`config.mk`:
```
export PLATFORM = sky130hd
export DESIGN_NAME = xmc_port_ctl
export DESIGN_NICKNAME = d
export VERILOG_FILES = /design/src/hw/xmc_clk_mon.v /design/src/hw/xmc_port_ctl.v
export VERILOG_INCLUDE_DIRS = /design/src /design/src/pkg
export SDC_FILE = /design/constraint.sdc
export NUM_CORES = 1
export LEC_CHECK = 0
export ABC_AREA = 1
export BUFFER_PORTS_ARGS = -buffer_cell sky130_fd_sc_hd__buf_2
export CORE_MARGIN = 2
export CORE_UTILIZATION = 50
export DETAILED_ROUTE_END_ITERATION = 6
export GPL_TIMING_DRIVEN = 0
export PLACE_DENSITY = 0.71
export REMOVE_ABC_BUFFERS = 1
export SLEW_MARGIN = 40
export SYNTH_ARGS = -nofsm -noshare
export SYNTH_HDL_FRONTEND = slang
export SYNTH_SLANG_ARGS = --single-unit
```
`constraint.sdc`:
```
create_clock -name i_clock -period 2.3 [get_ports i_clock]
set_input_delay 0 -clock i_clock [delete_from_list [all_inputs] [get_ports i_clock]]
set_output_delay 0 -clock i_clock [all_outputs]
set_load 0.01 [all_outputs]
```
`src/pkg/xmc_port_regs.vh`:
```
`ifndef XMC_PORT_REGS_VH
`define XMC_PORT_REGS_VH

// Register offsets within the port register space
`define XMC_ADDR_W 16
`define XMC_OFS_CTL_A 16'h0300
`define XMC_OFS_CTL_B 16'h0301

// Field positions, first port control register
`define XMC_A_DUPLEX_BIT 6
`define XMC_A_TX_FC_BIT 5
`define XMC_A_SPEED100_BIT 4
`define XMC_A_RX_FC_BIT 3

// Field positions, second port control register
`define XMC_B_SPEED10_100_BIT 6
`define XMC_B_INGRESS_DLY_BIT 4
`define XMC_B_EGRESS_DLY_BIT 3
`define XMC_B_ROLE_BIT 2
`define XMC_B_IFTYPE_MSB 1
`define XMC_B_IFTYPE_LSB 0

// Reset values of the fixed fields
`define XMC_RST_DUPLEX 1'h1
`define XMC_RST_TX_FC 1'h0
`define XMC_RST_SPEED100 1'h1
`define XMC_RST_RX_FC 1'h0
`define XMC_RST_INGRESS_DLY 1'h0
`define XMC_RST_EGRESS_DLY 1'h1
`define XMC_RST_RESERVED 1'h0

// Interface type encodings
`define XMC_IF_MII 2'h0
`define XMC_IF_RMII 2'h1
`define XMC_IF_RESERVED 2'h2
`define XMC_IF_RGMII 2'h3

// Timing
`define XMC_CLOCK_DELAY_MIN_PS 1500
`define XMC_CLK_PERIOD_NS 25
`define XMC_REFCLK_MHZ 50
`define XMC_STRAP_SYNC_CYCLES 2'h2
`define XMC_LINK_TIMEOUT_CYCLES 8'h40

`endif

```
`src/hw/xmc_clk_mon.v`:
```
`timescale 1ns/1ps
`include "xmc_port_regs.vh"

// Samples the receive clock pin in the local clock domain, finds its edges
// and reports whether the clock is running.
module xmc_clk_mon #(
    parameter TIMEOUT = 64
) (
    // Clock and reset
    input wire i_clock,
    input wire i_rst_n,
    // Pin level
    input wire i_pin,
    // Status
    output wire o_rise,
    output wire o_fall,
    output reg o_present
);

reg sync_0;
reg sync_1;
reg last;
reg [7:0] idle_cnt;
wire edge_seen;

always @(posedge i_clock or negedge i_rst_n) begin
    if (!i_rst_n) begin
        sync_0 <= 1'b0;
        sync_1 <= 1'b0;
        last <= 1'b0;
    end else begin
        sync_0 <= i_pin;
        sync_1 <= sync_0;
        last <= sync_1;
    end
end

assign o_rise = sync_1 & ~last;
assign o_fall = ~sync_1 & last;
assign edge_seen = o_rise | o_fall;

// Clock is declared absent after TIMEOUT cycles without an edge
always @(posedge i_clock or negedge i_rst_n) begin
    if (!i_rst_n) begin
        idle_cnt <= 8'h00;
        o_present <= 1'b0;
    end else if (edge_seen) begin
        idle_cnt <= 8'h00;
        o_present <= 1'b1;
    end else if (idle_cnt == TIMEOUT[7:0] - 8'h01) begin
        o_present <= 1'b0;
    end else begin
        idle_cnt <= idle_cnt + 8'h01;
    end
end

endmodule // xmc_clk_mon

```
`src/hw/xmc_port_ctl.v`:
```
`timescale 1ns/1ps
`include "xmc_port_regs.vh"

// Overview of operation
// - First register bit 6 selects full (1) or half (0) duplex; resets to 1.
// - First register bit 5 enables transmit flow control; resets to 0.
// - First register bit 3 enables receive flow control; resets to 0.
// - Without gigabit, first register bit 4 selects 100 (1) or 10 (0) Mb/s.
// - The 10/100 bit is ignored whenever gigabit operation is selected.
// - Second register bit 6 clear selects 1000 Mb/s on RGMII only; set defers to 10/100 bit.
// - Second register bit 4 adds at least 1.5 ns ingress clock delay on RGMII only; resets 0.
// - Second register bit 3 adds at least 1.5 ns egress clock delay on RGMII only; resets 1.
// - In MII, role bit 1 means MAC receiving clocks; 0 means PHY driving clocks.
// - In RMII, role bit 1 receives 50 MHz reference; 0 generates it on pin.
// - Bits 1:0 select MII 00, RMII 01, RGMII 11; 10 is reserved.
// - Gigabit bit, role bit and interface type load from straps at reset.
module xmc_port_ctl #(
    parameter LINK_TIMEOUT = 64,
    parameter REFCLK_HALF_CYCLES = 1
) (
    // Clock and reset
    input wire i_clock,
    input wire i_rst_n,
    // Register access port
    input wire [15:0] i_reg_addr,
    input wire i_reg_wr,
    input wire i_reg_rd,
    input wire [7:0] i_reg_wdata,
    output reg [7:0] o_reg_rdata,
    output reg o_reg_rvalid,
    output wire o_straps_loaded,
    // Configuration straps
    input wire i_speed_strap_pin,
    input wire i_role_strap_pin,
    input wire [1:0] i_iftype_strap_pin,
    // Receive clock pin
    input wire i_receive_clock_pin,
    output reg o_receive_clock_pin,
    output wire o_receive_clock_pin_oe,
    // Decoded interface configuration
    output reg o_if_mii,
    output reg o_if_rmii,
    output reg o_if_rgmii,
    output reg o_speed_1000,
    output reg o_speed_100,
    output reg o_speed_10,
    output reg o_full_duplex,
    output reg o_tx_flow_control_enable,
    output reg o_rx_flow_control_enable,
    output reg o_ingress_clock_delay_enable,
    output reg o_egress_clock_delay_enable,
    output reg o_mii_mac_role,
    output reg o_rmii_refclk_input,
    output reg o_drive_clocks,
    // Link clock status
    output wire o_link_clock_present,
    output wire o_link_clock_rise
);

// Sequencer states
localparam ST_SYNC = 2'h0;
localparam ST_LOAD = 2'h1;
localparam ST_RUN = 2'h2;

// Strap synchronisers
reg [3:0] strap_sync_0;
reg [3:0] strap_sync_1;
reg [1:0] strap_cnt;
reg [1:0] state;
reg [1:0] next_state;

// Stored fields, first port control register
reg duplex;
reg tx_fc;
reg speed100;
reg rx_fc;

// Stored fields, second port control register
reg speed10_100;
reg ingress_dly;
reg egress_dly;
reg role;
reg [1:0] iftype;

// Reference clock divider
reg [7:0] div_cnt;

// Registered link status
reg link_present;
reg link_rise;

wire sel_a;
wire sel_b;
wire wr_a;
wire wr_b;
wire load_straps;
wire [7:0] ctl_a_value;
wire [7:0] ctl_b_value;
wire clk_present_raw;
wire rise_raw;
wire gig_sel;

assign sel_a = (i_reg_addr == `XMC_OFS_CTL_A);
assign sel_b = (i_reg_addr == `XMC_OFS_CTL_B);
assign wr_a = i_reg_wr & sel_a & (state == ST_RUN);
assign wr_b = i_reg_wr & sel_b & (state == ST_RUN);
assign load_straps = (state == ST_LOAD);
assign o_straps_loaded = (state == ST_RUN);
assign gig_sel = (iftype == `XMC_IF_RGMII) & ~speed10_100;

// Straps are pins, so they pass two flip-flops before use
always @(posedge i_clock or negedge i_rst_n) begin
    if (!i_rst_n) begin
        strap_sync_0 <= 4'h0;
        strap_sync_1 <= 4'h0;
    end else begin
        strap_sync_0 <= {i_speed_strap_pin, i_role_strap_pin, i_iftype_strap_pin};
        strap_sync_1 <= strap_sync_0;
    end
end

// Sequencer: wait for the synchroniser to fill, load straps once, then run
always @* begin
    next_state = state;
    case (state)
        ST_SYNC: begin
            if (strap_cnt == `XMC_STRAP_SYNC_CYCLES - 2'h1) begin
                next_state = ST_LOAD;
            end
        end
        ST_LOAD: begin
            next_state = ST_RUN;
        end
        ST_RUN: begin
            next_state = ST_RUN;
        end
        default: begin
            next_state = ST_SYNC;
        end
    endcase
end

always @(posedge i_clock or negedge i_rst_n) begin
    if (!i_rst_n) begin
        state <= ST_SYNC;
        strap_cnt <= 2'h0;
    end else begin
        state <= next_state;
        if (state == ST_SYNC) begin
            strap_cnt <= strap_cnt + 2'h1;
        end
    end
end

// First port control register
always @(posedge i_clock or negedge i_rst_n) begin
    if (!i_rst_n) begin
        duplex <= `XMC_RST_DUPLEX;
        tx_fc <= `XMC_RST_TX_FC;
        speed100 <= `XMC_RST_SPEED100;
        rx_fc <= `XMC_RST_RX_FC;
    end else if (wr_a) begin
        duplex <= i_reg_wdata[`XMC_A_DUPLEX_BIT];
        tx_fc <= i_reg_wdata[`XMC_A_TX_FC_BIT];
        speed100 <= i_reg_wdata[`XMC_A_SPEED100_BIT];
        rx_fc <= i_reg_wdata[`XMC_A_RX_FC_BIT];
    end
end

// Second port control register; strap fields load before any write is taken
always @(posedge i_clock or negedge i_rst_n) begin
    if (!i_rst_n) begin
        speed10_100 <= 1'b0;
        ingress_dly <= `XMC_RST_INGRESS_DLY;
        egress_dly <= `XMC_RST_EGRESS_DLY;
        role <= 1'b0;
        iftype <= `XMC_IF_MII;
    end else if (load_straps) begin
        speed10_100 <= strap_sync_1[3];
        role <= strap_sync_1[2];
        iftype <= strap_sync_1[1:0];
    end else if (wr_b) begin
        speed10_100 <= i_reg_wdata[`XMC_B_SPEED10_100_BIT];
        ingress_dly <= i_reg_wdata[`XMC_B_INGRESS_DLY_BIT];
        egress_dly <= i_reg_wdata[`XMC_B_EGRESS_DLY_BIT];
        role <= i_reg_wdata[`XMC_B_ROLE_BIT];
        iftype <= i_reg_wdata[`XMC_B_IFTYPE_MSB:`XMC_B_IFTYPE_LSB];
    end
end

// Reserved bits are not stored and read back their reset value
assign ctl_a_value = {`XMC_RST_RESERVED, duplex, tx_fc, speed100, rx_fc,
                      `XMC_RST_RESERVED, `XMC_RST_RESERVED, `XMC_RST_RESERVED};
assign ctl_b_value = {`XMC_RST_RESERVED, speed10_100, `XMC_RST_RESERVED, ingress_dly,
                      egress_dly, role, iftype};

// Read data one cycle after the strobe; unmapped offsets read zero
always @(posedge i_clock or negedge i_rst_n) begin
    if (!i_rst_n) begin
        o_reg_rdata <= 8'h00;
        o_reg_rvalid <= 1'b0;
    end else begin
        o_reg_rvalid <= i_reg_rd;
        if (i_reg_rd & sel_a) begin
            o_reg_rdata <= ctl_a_value;
        end else if (i_reg_rd & sel_b) begin
            o_reg_rdata <= ctl_b_value;
        end else if (i_reg_rd) begin
            o_reg_rdata <= 8'h00;
        end
    end
end

// Decoded configuration, registered
always @(posedge i_clock or negedge i_rst_n) begin
    if (!i_rst_n) begin
        o_if_mii <= 1'b0;
        o_if_rmii <= 1'b0;
        o_if_rgmii <= 1'b0;
        o_speed_1000 <= 1'b0;
        o_speed_100 <= 1'b0;
        o_speed_10 <= 1'b0;
        o_full_duplex <= 1'b0;
        o_tx_flow_control_enable <= 1'b0;
        o_rx_flow_control_enable <= 1'b0;
        o_ingress_clock_delay_enable <= 1'b0;
        o_egress_clock_delay_enable <= 1'b0;
        o_mii_mac_role <= 1'b0;
        o_rmii_refclk_input <= 1'b0;
        o_drive_clocks <= 1'b0;
    end else if (state != ST_RUN) begin
        o_if_mii <= 1'b0;
        o_if_rmii <= 1'b0;
        o_if_rgmii <= 1'b0;
        o_drive_clocks <= 1'b0;
    end else begin
        o_if_mii <= (iftype == `XMC_IF_MII);
        o_if_rmii <= (iftype == `XMC_IF_RMII);
        o_if_rgmii <= (iftype == `XMC_IF_RGMII);
        // Gigabit only exists on RGMII; while gigabit is selected the 10/100 bit is ignored
        o_speed_1000 <= gig_sel;
        o_speed_100 <= ~gig_sel & speed100;
        o_speed_10 <= ~gig_sel & ~speed100;
        o_full_duplex <= duplex;
        o_tx_flow_control_enable <= tx_fc;
        o_rx_flow_control_enable <= rx_fc;
        o_ingress_clock_delay_enable <= ingress_dly & (iftype == `XMC_IF_RGMII);
        o_egress_clock_delay_enable <= egress_dly & (iftype == `XMC_IF_RGMII);
        o_mii_mac_role <= (iftype == `XMC_IF_MII) & role;
        o_rmii_refclk_input <= (iftype == `XMC_IF_RMII) & role;
        // PHY-role MII and generated-reference RMII both source the clock
        o_drive_clocks <= ((iftype == `XMC_IF_MII) | (iftype == `XMC_IF_RMII)) & ~role;
    end
end

// Clock driven out on the receive clock pin; the nominal 50 MHz reference
// comes from a faster clock in silicon, here a divider of i_clock stands in
always @(posedge i_clock or negedge i_rst_n) begin
    if (!i_rst_n) begin
        div_cnt <= 8'h00;
        o_receive_clock_pin <= 1'b0;
    end else if (!o_drive_clocks) begin
        div_cnt <= 8'h00;
        o_receive_clock_pin <= 1'b0;
    end else if (div_cnt == REFCLK_HALF_CYCLES[7:0] - 8'h01) begin
        div_cnt <= 8'h00;
        o_receive_clock_pin <= ~o_receive_clock_pin;
    end else begin
        div_cnt <= div_cnt + 8'h01;
    end
end

assign o_receive_clock_pin_oe = o_drive_clocks;

// Partner clock presence is reported only when this end does not drive it; rise pulses pass ungated
xmc_clk_mon #(
    .TIMEOUT(LINK_TIMEOUT)
) u_clk_mon (
    .i_clock(i_clock),
    .i_rst_n(i_rst_n),
    .i_pin(i_receive_clock_pin),
    .o_rise(rise_raw),
    .o_fall(),
    .o_present(clk_present_raw)
);

// Status flops keep the link outputs free of decode glitches
always @(posedge i_clock or negedge i_rst_n) begin
    if (!i_rst_n) begin
        link_present <= 1'b0;
        link_rise <= 1'b0;
    end else begin
        link_present <= clk_present_raw & ~o_drive_clocks;
        link_rise <= rise_raw;
    end
end

assign o_link_clock_present = link_present;
assign o_link_clock_rise = link_rise;

endmodule // xmc_port_ctl

```
; Word level (Yosys, flattened, before mapping)
; Cells that the tools add are included.
[totals]
register_bits = 68
latch_bits = 0
ram_bits = 0
romBits = 0
n_memories = 0
[classes]
add_sub_neg = 3
n_mul = 0
div_mod_pow = 0
n_lt_le_gt_ge = 0
n_eq_ne = 12
shift = 0
mux = 23
bitwise_logic = 28
reduce_logical = 8
[ops]
columns = op, n
row1 = $mux 8, 7
row2 = $eq 16x10->1 const B, 2
row3 = $and 1x1->1, 17
row4 = $add 8x1->8 const B, 2
row5 = $mux 1, 12
row6 = $not 1->1, 9
row7 = $eq 8x6->1 const B, 1
row8 = $logic_not 8->1, 1
row9 = $eq 2x1->1 const B, 3
row10 = $mux 2, 3
row11 = $eq 2x2->1 const B, 2
row12 = $logic_not 2->1, 2
row13 = $ne 2x1->1 const B, 2
row14 = $ne 2x2->1 const B, 2
row15 = $pmux 2 s2, 1
row16 = $reduce_bool 2->1, 2
row17 = $reduce_bool 3->1, 1
row18 = $add 2x1->2 const B, 1
row19 = $or 1x1->1, 2
row20 = $reduce_and 2->1, 1
row21 = $reduce_or 2->1, 1

; Logic depth before layout (Yosys ltp)
; Gate-level depths: netlist (run 1).
[logic_depth]
depth_word = 5
depth_mapped = 9
mapped_depth_nobuf = 8

; Cells and area by module
; From an unflattened synthesis (run 1), not the netlist that was laid out.
[hier_totals]
hier_cells = 330
area_unflattened_um2 = 3029.2
[by_module_without_submodules]
columns = mod, instances, cells_each, area_each_um2
row1 = xmc_port_ctl, 1, 260, 2418.6
row2 = xmc_clk_mon, 1, 70, 610.6

; Worst setup path before layout (run 1)
; OpenSTA, ideal clock, no wires.
[synth_path]
kind = register -> register
from = reg state[0]
to = reg ingress_dly
t_arrival_ns = 1.303
t_required_ns = 2.183
slack_ns = 0.880
path_stages_with_launch = 8
path_cell_list = dfrtp_1 -> inv_1 -> ha_1 -> nand2_1 -> inv_2 -> nand4_1 -> nand2_1 -> nand2_1
[synth_between]
elab_chain_cells = 3
[synth_lines]
columns = item, line
row1 = from (decl), xmc_port_ctl.v:69  ; reg [1:0] state;
row2 = from (signal assigned), xmc_port_ctl.v:148  ; state <= next_state;
row3 = $eq 2x2->1, --
row4 = net o_straps_loaded, xmc_port_ctl.v:31  ; output wire o_straps_loaded,
row5 = $and 1x1->1, xmc_port_ctl.v:106  ; assign wr_b = i_reg_wr & sel_b & (state == ST_RUN);
row6 = $reduce_and 2->1 (no line), --
row7 = to (signal assigned), xmc_port_ctl.v:174  ; ingress_dly <= `XMC_RST_INGRESS_DLY;
row8 = to (signal assigned), xmc_port_ctl.v:184  ; ingress_dly <= i_reg_wdata[`XMC_B_INGRESS_DLY_BIT];
row9 = to (decl), xmc_port_ctl.v:80  ; reg ingress_dly;
; The timed path passes the listed nets, and every way through them passes these cells.
; A chain may end at the register's enable or synchronous reset.

; Worst setup path in the final report (run 1)
[layout_path]
from = reg state[0]
to = reg o_mii_mac_role
[layout_between]
elab_chain_cells = 1
[layout_lines]
columns = item, line
row1 = $ne 2x2->1, xmc_port_ctl.v:231  ; end else if (state != ST_RUN) begin
row2 = to (signal assigned), xmc_port_ctl.v:249  ; o_mii_mac_role <= (iftype == `XMC_IF_MII) & role;
row3 = to (decl), xmc_port_ctl.v:52  ; output reg o_mii_mac_role,
; Every way passes these cells.

==> flow_results.xml, run 1 <==
<?xml version="1.0" encoding="UTF-8"?>
<metrics>
  <group name="status">
    <metric name="status" unit="">complete, no violations</metric>
  </group>
  <group name="cells_and_area">
    <metric name="syn2layout_area_growth" unit="%">23.2</metric>
    <metric name="num_antenna_cells" unit="">0</metric>
    <metric name="fillCellCount" unit="">470</metric>
    <metric name="final_net_count" unit="">421</metric>
    <metric name="drive_gt1_frac" unit="">0.263</metric>
    <metric name="final_core_utilization" unit="">0.649</metric>
  </group>
  <group name="clock_network">
    <metric name="clock_pin_slew_reported_for_the_worst_setup_and_hold_paths_after_clock_tree_synthesis" unit="ns">0.07</metric>
    <metric name="clock-root-buffer" unit="">sky130_fd_sc_hd__clkbuf_8</metric>
    <metric name="cts.sinks" unit="">67</metric>
    <metric name="tritoncts" unit="">done</metric>
    <metric name="worst_skew_pair.late_latency" unit="ns">0.35</metric>
    <metric name="post_cts_hold_buffer_count" unit="">14</metric>
    <metric name="cts.htree.levels" unit="">3</metric>
    <metric name="cts_repair_resize_count" unit="">0</metric>
    <metric name="cts-buffers-inserted" unit="">9</metric>
    <metric name="ctsLongestPathBuffers" unit="">2</metric>
    <metric name="cts_post_setup_buffers_inserted" unit="">0</metric>
  </group>
  <group name="pwr">
    <metric name="p_per_area" unit="nW/um2">641</metric>
    <metric name="standby_leakage_power" unit="nW">1.93</metric>
    <metric name="worst_ir_drop_vdd" unit="mV">0.458</metric>
    <metric name="finalPower" unit="W">0.00233</metric>
  </group>
  <group name="synth">
    <metric name="synth-adder-area-share" unit="">0.0382</metric>
    <metric name="ys_seq_area_frac" unit="">0.569</metric>
    <metric name="synth.lib_cells_used.distinct" unit="">31</metric>
    <metric name="synth_top_area_cell" unit="">sky130_fd_sc_hd__dfrtp_1</metric>
    <metric name="yosysMostFrequentCell" unit="">sky130_fd_sc_hd__nand2_1</metric>
    <metric name="synth_top_cell_area_share" unit="">0.543</metric>
    <metric name="synth_area" unit="um2">2950</metric>
    <metric name="synth_edf_count" unit="">0</metric>
    <metric name="synthesis.area_per_instance" unit="um2">9.77</metric>
    <metric name="asyncSetResetFlopFracSynth" unit="">1.00</metric>
    <metric name="postSynth.topFlopCell" unit="">sky130_fd_sc_hd__dfrtp_1</metric>
    <metric name="basic_gate_share_of_the_synthesized_area_counting_and_or_nand_and_nor_cells" unit="">0.273</metric>
    <metric name="yosysWarningCount" unit="">0</metric>
    <metric name="most_frequent_cells_after_synthesis" unit="">sky130_fd_sc_hd__nand2_1, sky130_fd_sc_hd__dfrtp_1, sky130_fd_sc_hd__nor2_1</metric>
    <metric name="synth_compound_gate_area_share" unit="">0.0373</metric>
    <metric name="main_area_contributors_after_synthesis" unit="">sky130_fd_sc_hd__dfrtp_1, sky130_fd_sc_hd__nand2_1, sky130_fd_sc_hd__ha_1, sky130_fd_sc_hd__nor2_1, sky130_fd_sc_hd__nand3_1</metric>
    <metric name="synthCells" unit="">302</metric>
    <metric name="yosys_register_bits" unit="">67</metric>
    <metric name="yosys-mux-area-fraction" unit="">0</metric>
    <metric name="synth_xor_xnor_area_share" unit="">0.0267</metric>
    <metric name="combinational_family_with_the_most_area_after_synthesis" unit="">simple AND/OR/NAND/NOR gates</metric>
  </group>
  <group name="global_routing">
    <metric name="initial_antenna_violation_count" unit="">0</metric>
    <metric name="grt_pass1_vias" unit="">2211</metric>
    <metric name="grt_max_degree" unit="">37</metric>
    <metric name="grt_pass1_wl" unit="um">9430</metric>
    <metric name="grt_remaining_overflow" unit="">0</metric>
    <metric name="globalRouteTotalUtil" unit="">0.192</metric>
  </group>
  <group name="sta">
    <metric name="finalCritPeriodShare" unit="">0.722</metric>
    <metric name="drv_slew" unit="">0</metric>
    <metric name="tns" unit="ns">0</metric>
    <metric name="fin_worst_hold_slack" unit="ns">0.0460</metric>
    <metric name="report.final.hold_viol_count" unit="">0</metric>
    <metric name="finalClockSkew" unit="ns">0.0106</metric>
    <metric name="max_clock_freq" unit="MHz">602</metric>
    <metric name="timing.final.crit_period" unit="ns">1.66</metric>
    <metric name="setup_repair_after_global_routing_missed_its_margin" unit="">false</metric>
    <metric name="setup_viol" unit="">0</metric>
  </group>
  <group name="setup_path">
    <metric name="critical_path.cell_chain" unit="">inv_1 -&gt; ha_1 -&gt; inv_2 -&gt; or2_1 -&gt; nor2_2 -&gt; a22o_1</metric>
    <metric name="rrSetupSlack" unit="ns">0.64</metric>
    <metric name="required" unit="ns">2.58</metric>
    <metric name="worstPathMaxFanout" unit="">13</metric>
    <metric name="max_stage_delay" unit="ns">0.38</metric>
    <metric name="crit_family" unit="">simple AND/OR/NAND/NOR gates</metric>
    <metric name="crit_path_start_kind" unit="">flop</metric>
    <metric name="path_buf_inv" unit="">2</metric>
    <metric name="timing.critical_path.slowest_stage_cell" unit="">sky130_fd_sc_hd__dfrtp_1</metric>
    <metric name="critPathCaptureType" unit="">flop</metric>
    <metric name="worst-setup-path-type" unit="">flop to flop</metric>
    <metric name="crit_arrival" unit="ns">1.94</metric>
  </group>
  <group name="die">
    <metric name="placement_rows" unit="">27</metric>
    <metric name="total_die_area" unit="um2">6530</metric>
    <metric name="floorplan.io_pins" unit="">61</metric>
    <metric name="start_util" unit="">0.526</metric>
    <metric name="core_area" unit="um2">5610</metric>
    <metric name="floorplan.die.height" unit="um">80.8</metric>
    <metric name="floorplan.die.width" unit="um">80.8</metric>
  </group>
  <group name="placed_design">
    <metric name="placer_s_final_routability_congestion_estimate" unit="">0.769</metric>
    <metric name="port_buffers" unit="">58</metric>
    <metric name="hpwlAfterDp" unit="um">3850</metric>
  </group>
  <group name="route">
    <metric name="detail_route.wl_per_cell" unit="um">12.0</metric>
    <metric name="route.vias.total" unit="">2199</metric>
    <metric name="viasPerCell" unit="">4.82</metric>
    <metric name="first_iter_violations" unit="">115</metric>
    <metric name="remaining_drc_errors" unit="">0</metric>
    <metric name="detail-route-antenna-nets" unit="">0</metric>
    <metric name="detail_route.wirelength" unit="um">5480</metric>
    <metric name="drtPass1Iterations" unit="">4</metric>
  </group>
  <group name="run">
    <metric name="drv.max_cap_violation_count" unit="">0</metric>
  </group>
  <group name="min_path">
    <metric name="min_path_type" unit="">input port to flop</metric>
  </group>
</metrics>
per-layer routing:
layer	part of all wire	routed length (um)	GRT usage	vias to the layer above
li1	-	-	-	1115
met4	0.026	145	0.112	0
met2	0.49	2670	0.325	55
met5	0	0	0	-
met1	0.44	2430	0.226	1017
met3	0.042	230	0.0411	12
cell families (layout without fill, tap and decap cells):
group	count (synthesis)	count (layout)
AO/OA/AOI/OAI	19	19
XOR/XNOR	9	9
buffers and inverters	36	118
AND/OR/NAND/NOR	161	161
flip-flops	67	67
other	1	1
adder cells (fa/ha/maj)	9	9
power breakdown:
group / internal, W / switching, W / total, W
registers: 0.00121 / 0.0000188 / 0.00123
clock network: 0.000496 / 0.000451 / 0.000947
logic: 0.0000691 / 0.0000859 / 0.000155
stage by stage:
stage	worst slack (ns)	instance area [um2]	std cells
final	0.640	3640	456
after floorplan	0.833	2900	295
after global placement	0.693	3280	425
after global routing	0.495	3640	456
after CTS	0.641	3640	456
after detailed placement	0.648	3300	426
layout by cell type (no fill, tap or decap), drive strengths merged:
master,count
a21oi,4
a22o,4
buf,59
bufinv,1
clkbuf,9
clkinv,4
clkinvlp,2
conb,1
dfrtp,64
dfstp,3
dlygate4sd3,14
ha,9
inv,29
nand2,83
nand3,21
nand4,11
nor2,36
nor3,3
nor3b,3
o21ai,11
or2,4
xnor2,2
xor2,7
worst reg2reg max path, delay by kind of cell (launching register included):
family,cells,cell delay (ns)
DFF,1,0.38
buffers and inverters,2,0.32
AOI/OAI and AO/OA,1,0.13
and+or+nand+nor,2,0.42
adders and majority gates,1,0.35
sequential cells by signal, indices dropped and copies added, names as in the netlist, 2 cells and up:
| register | count |
|---|---|
| iftype | 2 |
| div_cnt | 8 |
| state | 2 |
| o_reg_rdata | 7 |
| strap_sync_0 | 4 |
| strap_cnt | 2 |
| u_clk_mon.idle_cnt | 8 |
| strap_sync_1 | 4 |
area by class of cell:
type | instances | area (um2) | share of cell area
Sequential cell | 67 | 1680 | 0.462
Multi-Input combinational cell | 199 | 1110 | 0.306
Timing Repair Buffer | 73 | 453 | 0.125
Clock buffer | 9 | 124 | 0.0341
Inverter | 29 | 109 | 0.0299
Tap cell | 72 | 90.1 | 0.0248
Clock inverter | 7 | 68.8 | 0.0189
worst paths after layout:
check | from | depth (start not counted) | to
max in group asynchronous | i_rst_n | 3 | egress_dly
worst min register to register | strap_sync_0[1] | 0 | strap_sync_1[1]
min in group asynchronous | i_rst_n | 2 | u_clk_mon.idle_cnt[7]
worst min-delay path | i_reg_wr | 5 | egress_dly
worst max-delay path | state[0] | 6 | o_mii_mac_role
worst max register to register | state[0] | 6 | o_mii_mac_role
Power figures use the tool's default switching activity.
==> run 2: changes to the inputs <==
clock period = 1.7 ns   (was 2.3 ns; I/O delays follow)
==> run 2 against run 1 <==
  * Via count is 0.50% higher
  * Power is 35% higher
  * Sequential power is 35% higher
  * Hold slack hardly changed
  * Non-clock buffer count stayed put
  * Wire length hardly changed
==> flow_results.xml, run 2 (synthesis results as in run 1) <==
<?xml version="1.0" encoding="UTF-8"?>
<metrics>
  <group name="clock_network">
    <metric name="cts-buffers-inserted" unit="">9</metric>
    <metric name="clock_pin_slew_reported_for_the_worst_setup_and_hold_paths_after_clock_tree_synthesis" unit="ns">0.07</metric>
    <metric name="cts_post_setup_buffers_inserted" unit="">0</metric>
    <metric name="ctsLongestPathBuffers" unit="">2</metric>
    <metric name="cts.htree.levels" unit="">3</metric>
    <metric name="clock-root-buffer" unit="">sky130_fd_sc_hd__clkbuf_8</metric>
    <metric name="tritoncts" unit="">done</metric>
    <metric name="worst_skew_pair.late_latency" unit="ns">0.35</metric>
    <metric name="cts.sinks" unit="">67</metric>
  </group>
  <group name="die">
    <metric name="floorplan.die.height" unit="um">80.8</metric>
    <metric name="core_area" unit="um2">5610</metric>
    <metric name="floorplan.die.width" unit="um">80.8</metric>
    <metric name="total_die_area" unit="um2">6530</metric>
    <metric name="start_util" unit="">0.526</metric>
    <metric name="placement_rows" unit="">27</metric>
    <metric name="floorplan.io_pins" unit="">61</metric>
  </group>
  <group name="min_path">
    <metric name="min_path_type" unit="">input port to flop</metric>
    <metric name="number_of_instances_on_the_worst_hold_path" unit="">5</metric>
  </group>
  <group name="global_routing">
    <metric name="grt_remaining_overflow" unit="">0</metric>
    <metric name="globalRouteTotalUtil" unit="">0.192</metric>
    <metric name="grt_pass1_vias" unit="">2211</metric>
    <metric name="grt_max_degree" unit="">37</metric>
    <metric name="initial_antenna_violation_count" unit="">0</metric>
    <metric name="grt_pass1_wl" unit="um">9430</metric>
  </group>
  <group name="setup_path">
    <metric name="required" unit="ns">1.98</metric>
    <metric name="crit_path_start_kind" unit="">flop</metric>
    <metric name="worst_r2r_path_depth" unit="">6</metric>
    <metric name="rrSetupSlack" unit="ns">0.14</metric>
    <metric name="critPathCaptureType" unit="">flop</metric>
    <metric name="crit_arrival" unit="ns">1.84</metric>
    <metric name="worstPathMaxFanout" unit="">13</metric>
    <metric name="worst-setup-path-type" unit="">flop to flop</metric>
  </group>
  <group name="route">
    <metric name="remaining_drc_errors" unit="">0</metric>
    <metric name="detail_route.wirelength" unit="um">5480</metric>
    <metric name="route.vias.total" unit="">2210</metric>
    <metric name="first_iter_violations" unit="">115</metric>
    <metric name="viasPerCell" unit="">4.85</metric>
    <metric name="drtPass1Iterations" unit="">4</metric>
    <metric name="detail-route-antenna-nets" unit="">0</metric>
    <metric name="detail_route.wl_per_cell" unit="um">12.0</metric>
  </group>
  <group name="pwr">
    <metric name="worst_ir_drop_vdd" unit="mV">0.619</metric>
    <metric name="standby_leakage_power" unit="nW">1.92</metric>
    <metric name="p_per_area" unit="nW/um2">866</metric>
  </group>
  <group name="cells_and_area">
    <metric name="syn2layout_area_growth" unit="%">23.3</metric>
    <metric name="layout_common_cells" unit="">sky130_fd_sc_hd__nand2_1, sky130_fd_sc_hd__dfrtp_1, sky130_fd_sc_hd__buf_2</metric>
    <metric name="drive_gt1_frac" unit="">0.266</metric>
    <metric name="layout_top_registers" unit="">div_cnt x8, u_clk_mon.idle_cnt x8, o_reg_rdata x7</metric>
    <metric name="final_net_count" unit="">421</metric>
    <metric name="num_antenna_cells" unit="">0</metric>
    <metric name="final_core_utilization" unit="">0.649</metric>
    <metric name="final_cell_count_no_fill" unit="">456</metric>
    <metric name="layout_commonest_cell" unit="">sky130_fd_sc_hd__nand2_1</metric>
    <metric name="fillCellCount" unit="">468</metric>
  </group>
  <group name="placed_design">
    <metric name="placed_cells_incl_taps" unit="">426</metric>
    <metric name="placer_s_final_routability_congestion_estimate" unit="">0.769</metric>
    <metric name="port_buffers" unit="">58</metric>
    <metric name="hpwlAfterDp" unit="um">3850</metric>
  </group>
  <group name="sta">
    <metric name="tns" unit="ns">0</metric>
    <metric name="drv_slew" unit="">0</metric>
    <metric name="finalCritPeriodShare" unit="">0.918</metric>
    <metric name="finalClockSkew" unit="ns">0.0106</metric>
    <metric name="timing.final.crit_period" unit="ns">1.56</metric>
    <metric name="max_clock_freq" unit="MHz">641</metric>
    <metric name="report.final.hold_viol_count" unit="">0</metric>
    <metric name="setup_repair_after_global_routing_missed_its_margin" unit="">false</metric>
    <metric name="setup_viol" unit="">0</metric>
  </group>
  <group name="run">
    <metric name="drv.max_cap_violation_count" unit="">0</metric>
  </group>
  <group name="status">
    <metric name="status" unit="">complete, no violations</metric>
  </group>
</metrics>
==> run 2: cell types whose count changed in the layout (fill, tap and decap cells not counted) <==
cell	before	now
sky130_fd_sc_hd__ha_1	9	8
sky130_fd_sc_hd__ha_2	0	1
==> run 2: cell type report <==
cell class	count	area, um2	area share
clock buffer	9	124	0.0340
clock inverter	7	68.8	0.0189
inverter	29	109	0.0299
multi-input combinational	199	1110	0.306
sequential	67	1680	0.462
tap	72	90.1	0.0248
timing repair buffer	73	453	0.124
==> run 2: worst paths after layout <==
check / start / to
max in group asynchronous: i_rst_n / egress_dly
min in group asynchronous: i_rst_n / u_clk_mon.idle_cnt[7]
setup reg to reg: state[0] / o_mii_mac_role
setup / recovery: state[0] / o_mii_mac_role
hold reg to reg: strap_sync_0[1] / strap_sync_1[1]
hold / removal: i_reg_wr / egress_dly
==> run 2: repair_timing <==
action | 4_1_cts | 5_1_grt
setup endpoints to repair | 0 | 7
endpoints found under the hold margin | 80 | 0
hold buffers | 14 | 0
gates resized for setup | 0 | 1
==> run 2: through the flow <==
stage / instance area [um2] / hold WS (ns) / setup slack (ns) / total power (W)
2_1_floorplan: 2900 / -0.296 / 0.233 / 0.00177
3_3_place_gp: 3280 / 0.107 / 0.0933 / 0.00186
3_5_place_dp: 3300 / -0.0400 / 0.0477 / 0.00188
4_1_cts: 3640 / 0.0414 / 0.0413 / 0.00319
5_1_grt: 3640 / 0.0572 / 0.0176 / 0.00329
6_report: 3640 / 0.0458 / 0.140 / 0.00315
==> run 2: power by group <==
| part | switching [W] | leakage [nW] | internal [W] |
|---|---|---|---|
| clock | 0.000611 | 0.0950 | 0.000670 |
| combinational | 0.000116 | 0.976 | 0.0000935 |
| sequential | 0.0000255 | 0.854 | 0.00164 |
| total | 0.000752 | 1.92 | 0.00240 |
==> run 2: worst max-delay path, stage by stage (launching register included) <==
cell and delay [ns]:
sky130_fd_sc_hd__dfrtp_1 0.38, sky130_fd_sc_hd__inv_1 0.14, sky130_fd_sc_hd__ha_2 0.29, sky130_fd_sc_hd__inv_2 0.15, sky130_fd_sc_hd__or2_1 0.28, sky130_fd_sc_hd__nor2_2 0.13
sky130_fd_sc_hd__a22o_1 0.13
==> run 2: routing by layer <==
| metal | vias up | part of all wire | GRT usage |
|---|---|---|---|
| met5 | - | 0 | 0 |
| met4 | 0 | 0.026 | 0.112 |
| met3 | 13 | 0.047 | 0.0411 |
| met2 | 63 | 0.49 | 0.325 |
| met1 | 1018 | 0.44 | 0.226 |
| li1 | 1116 | - | - |
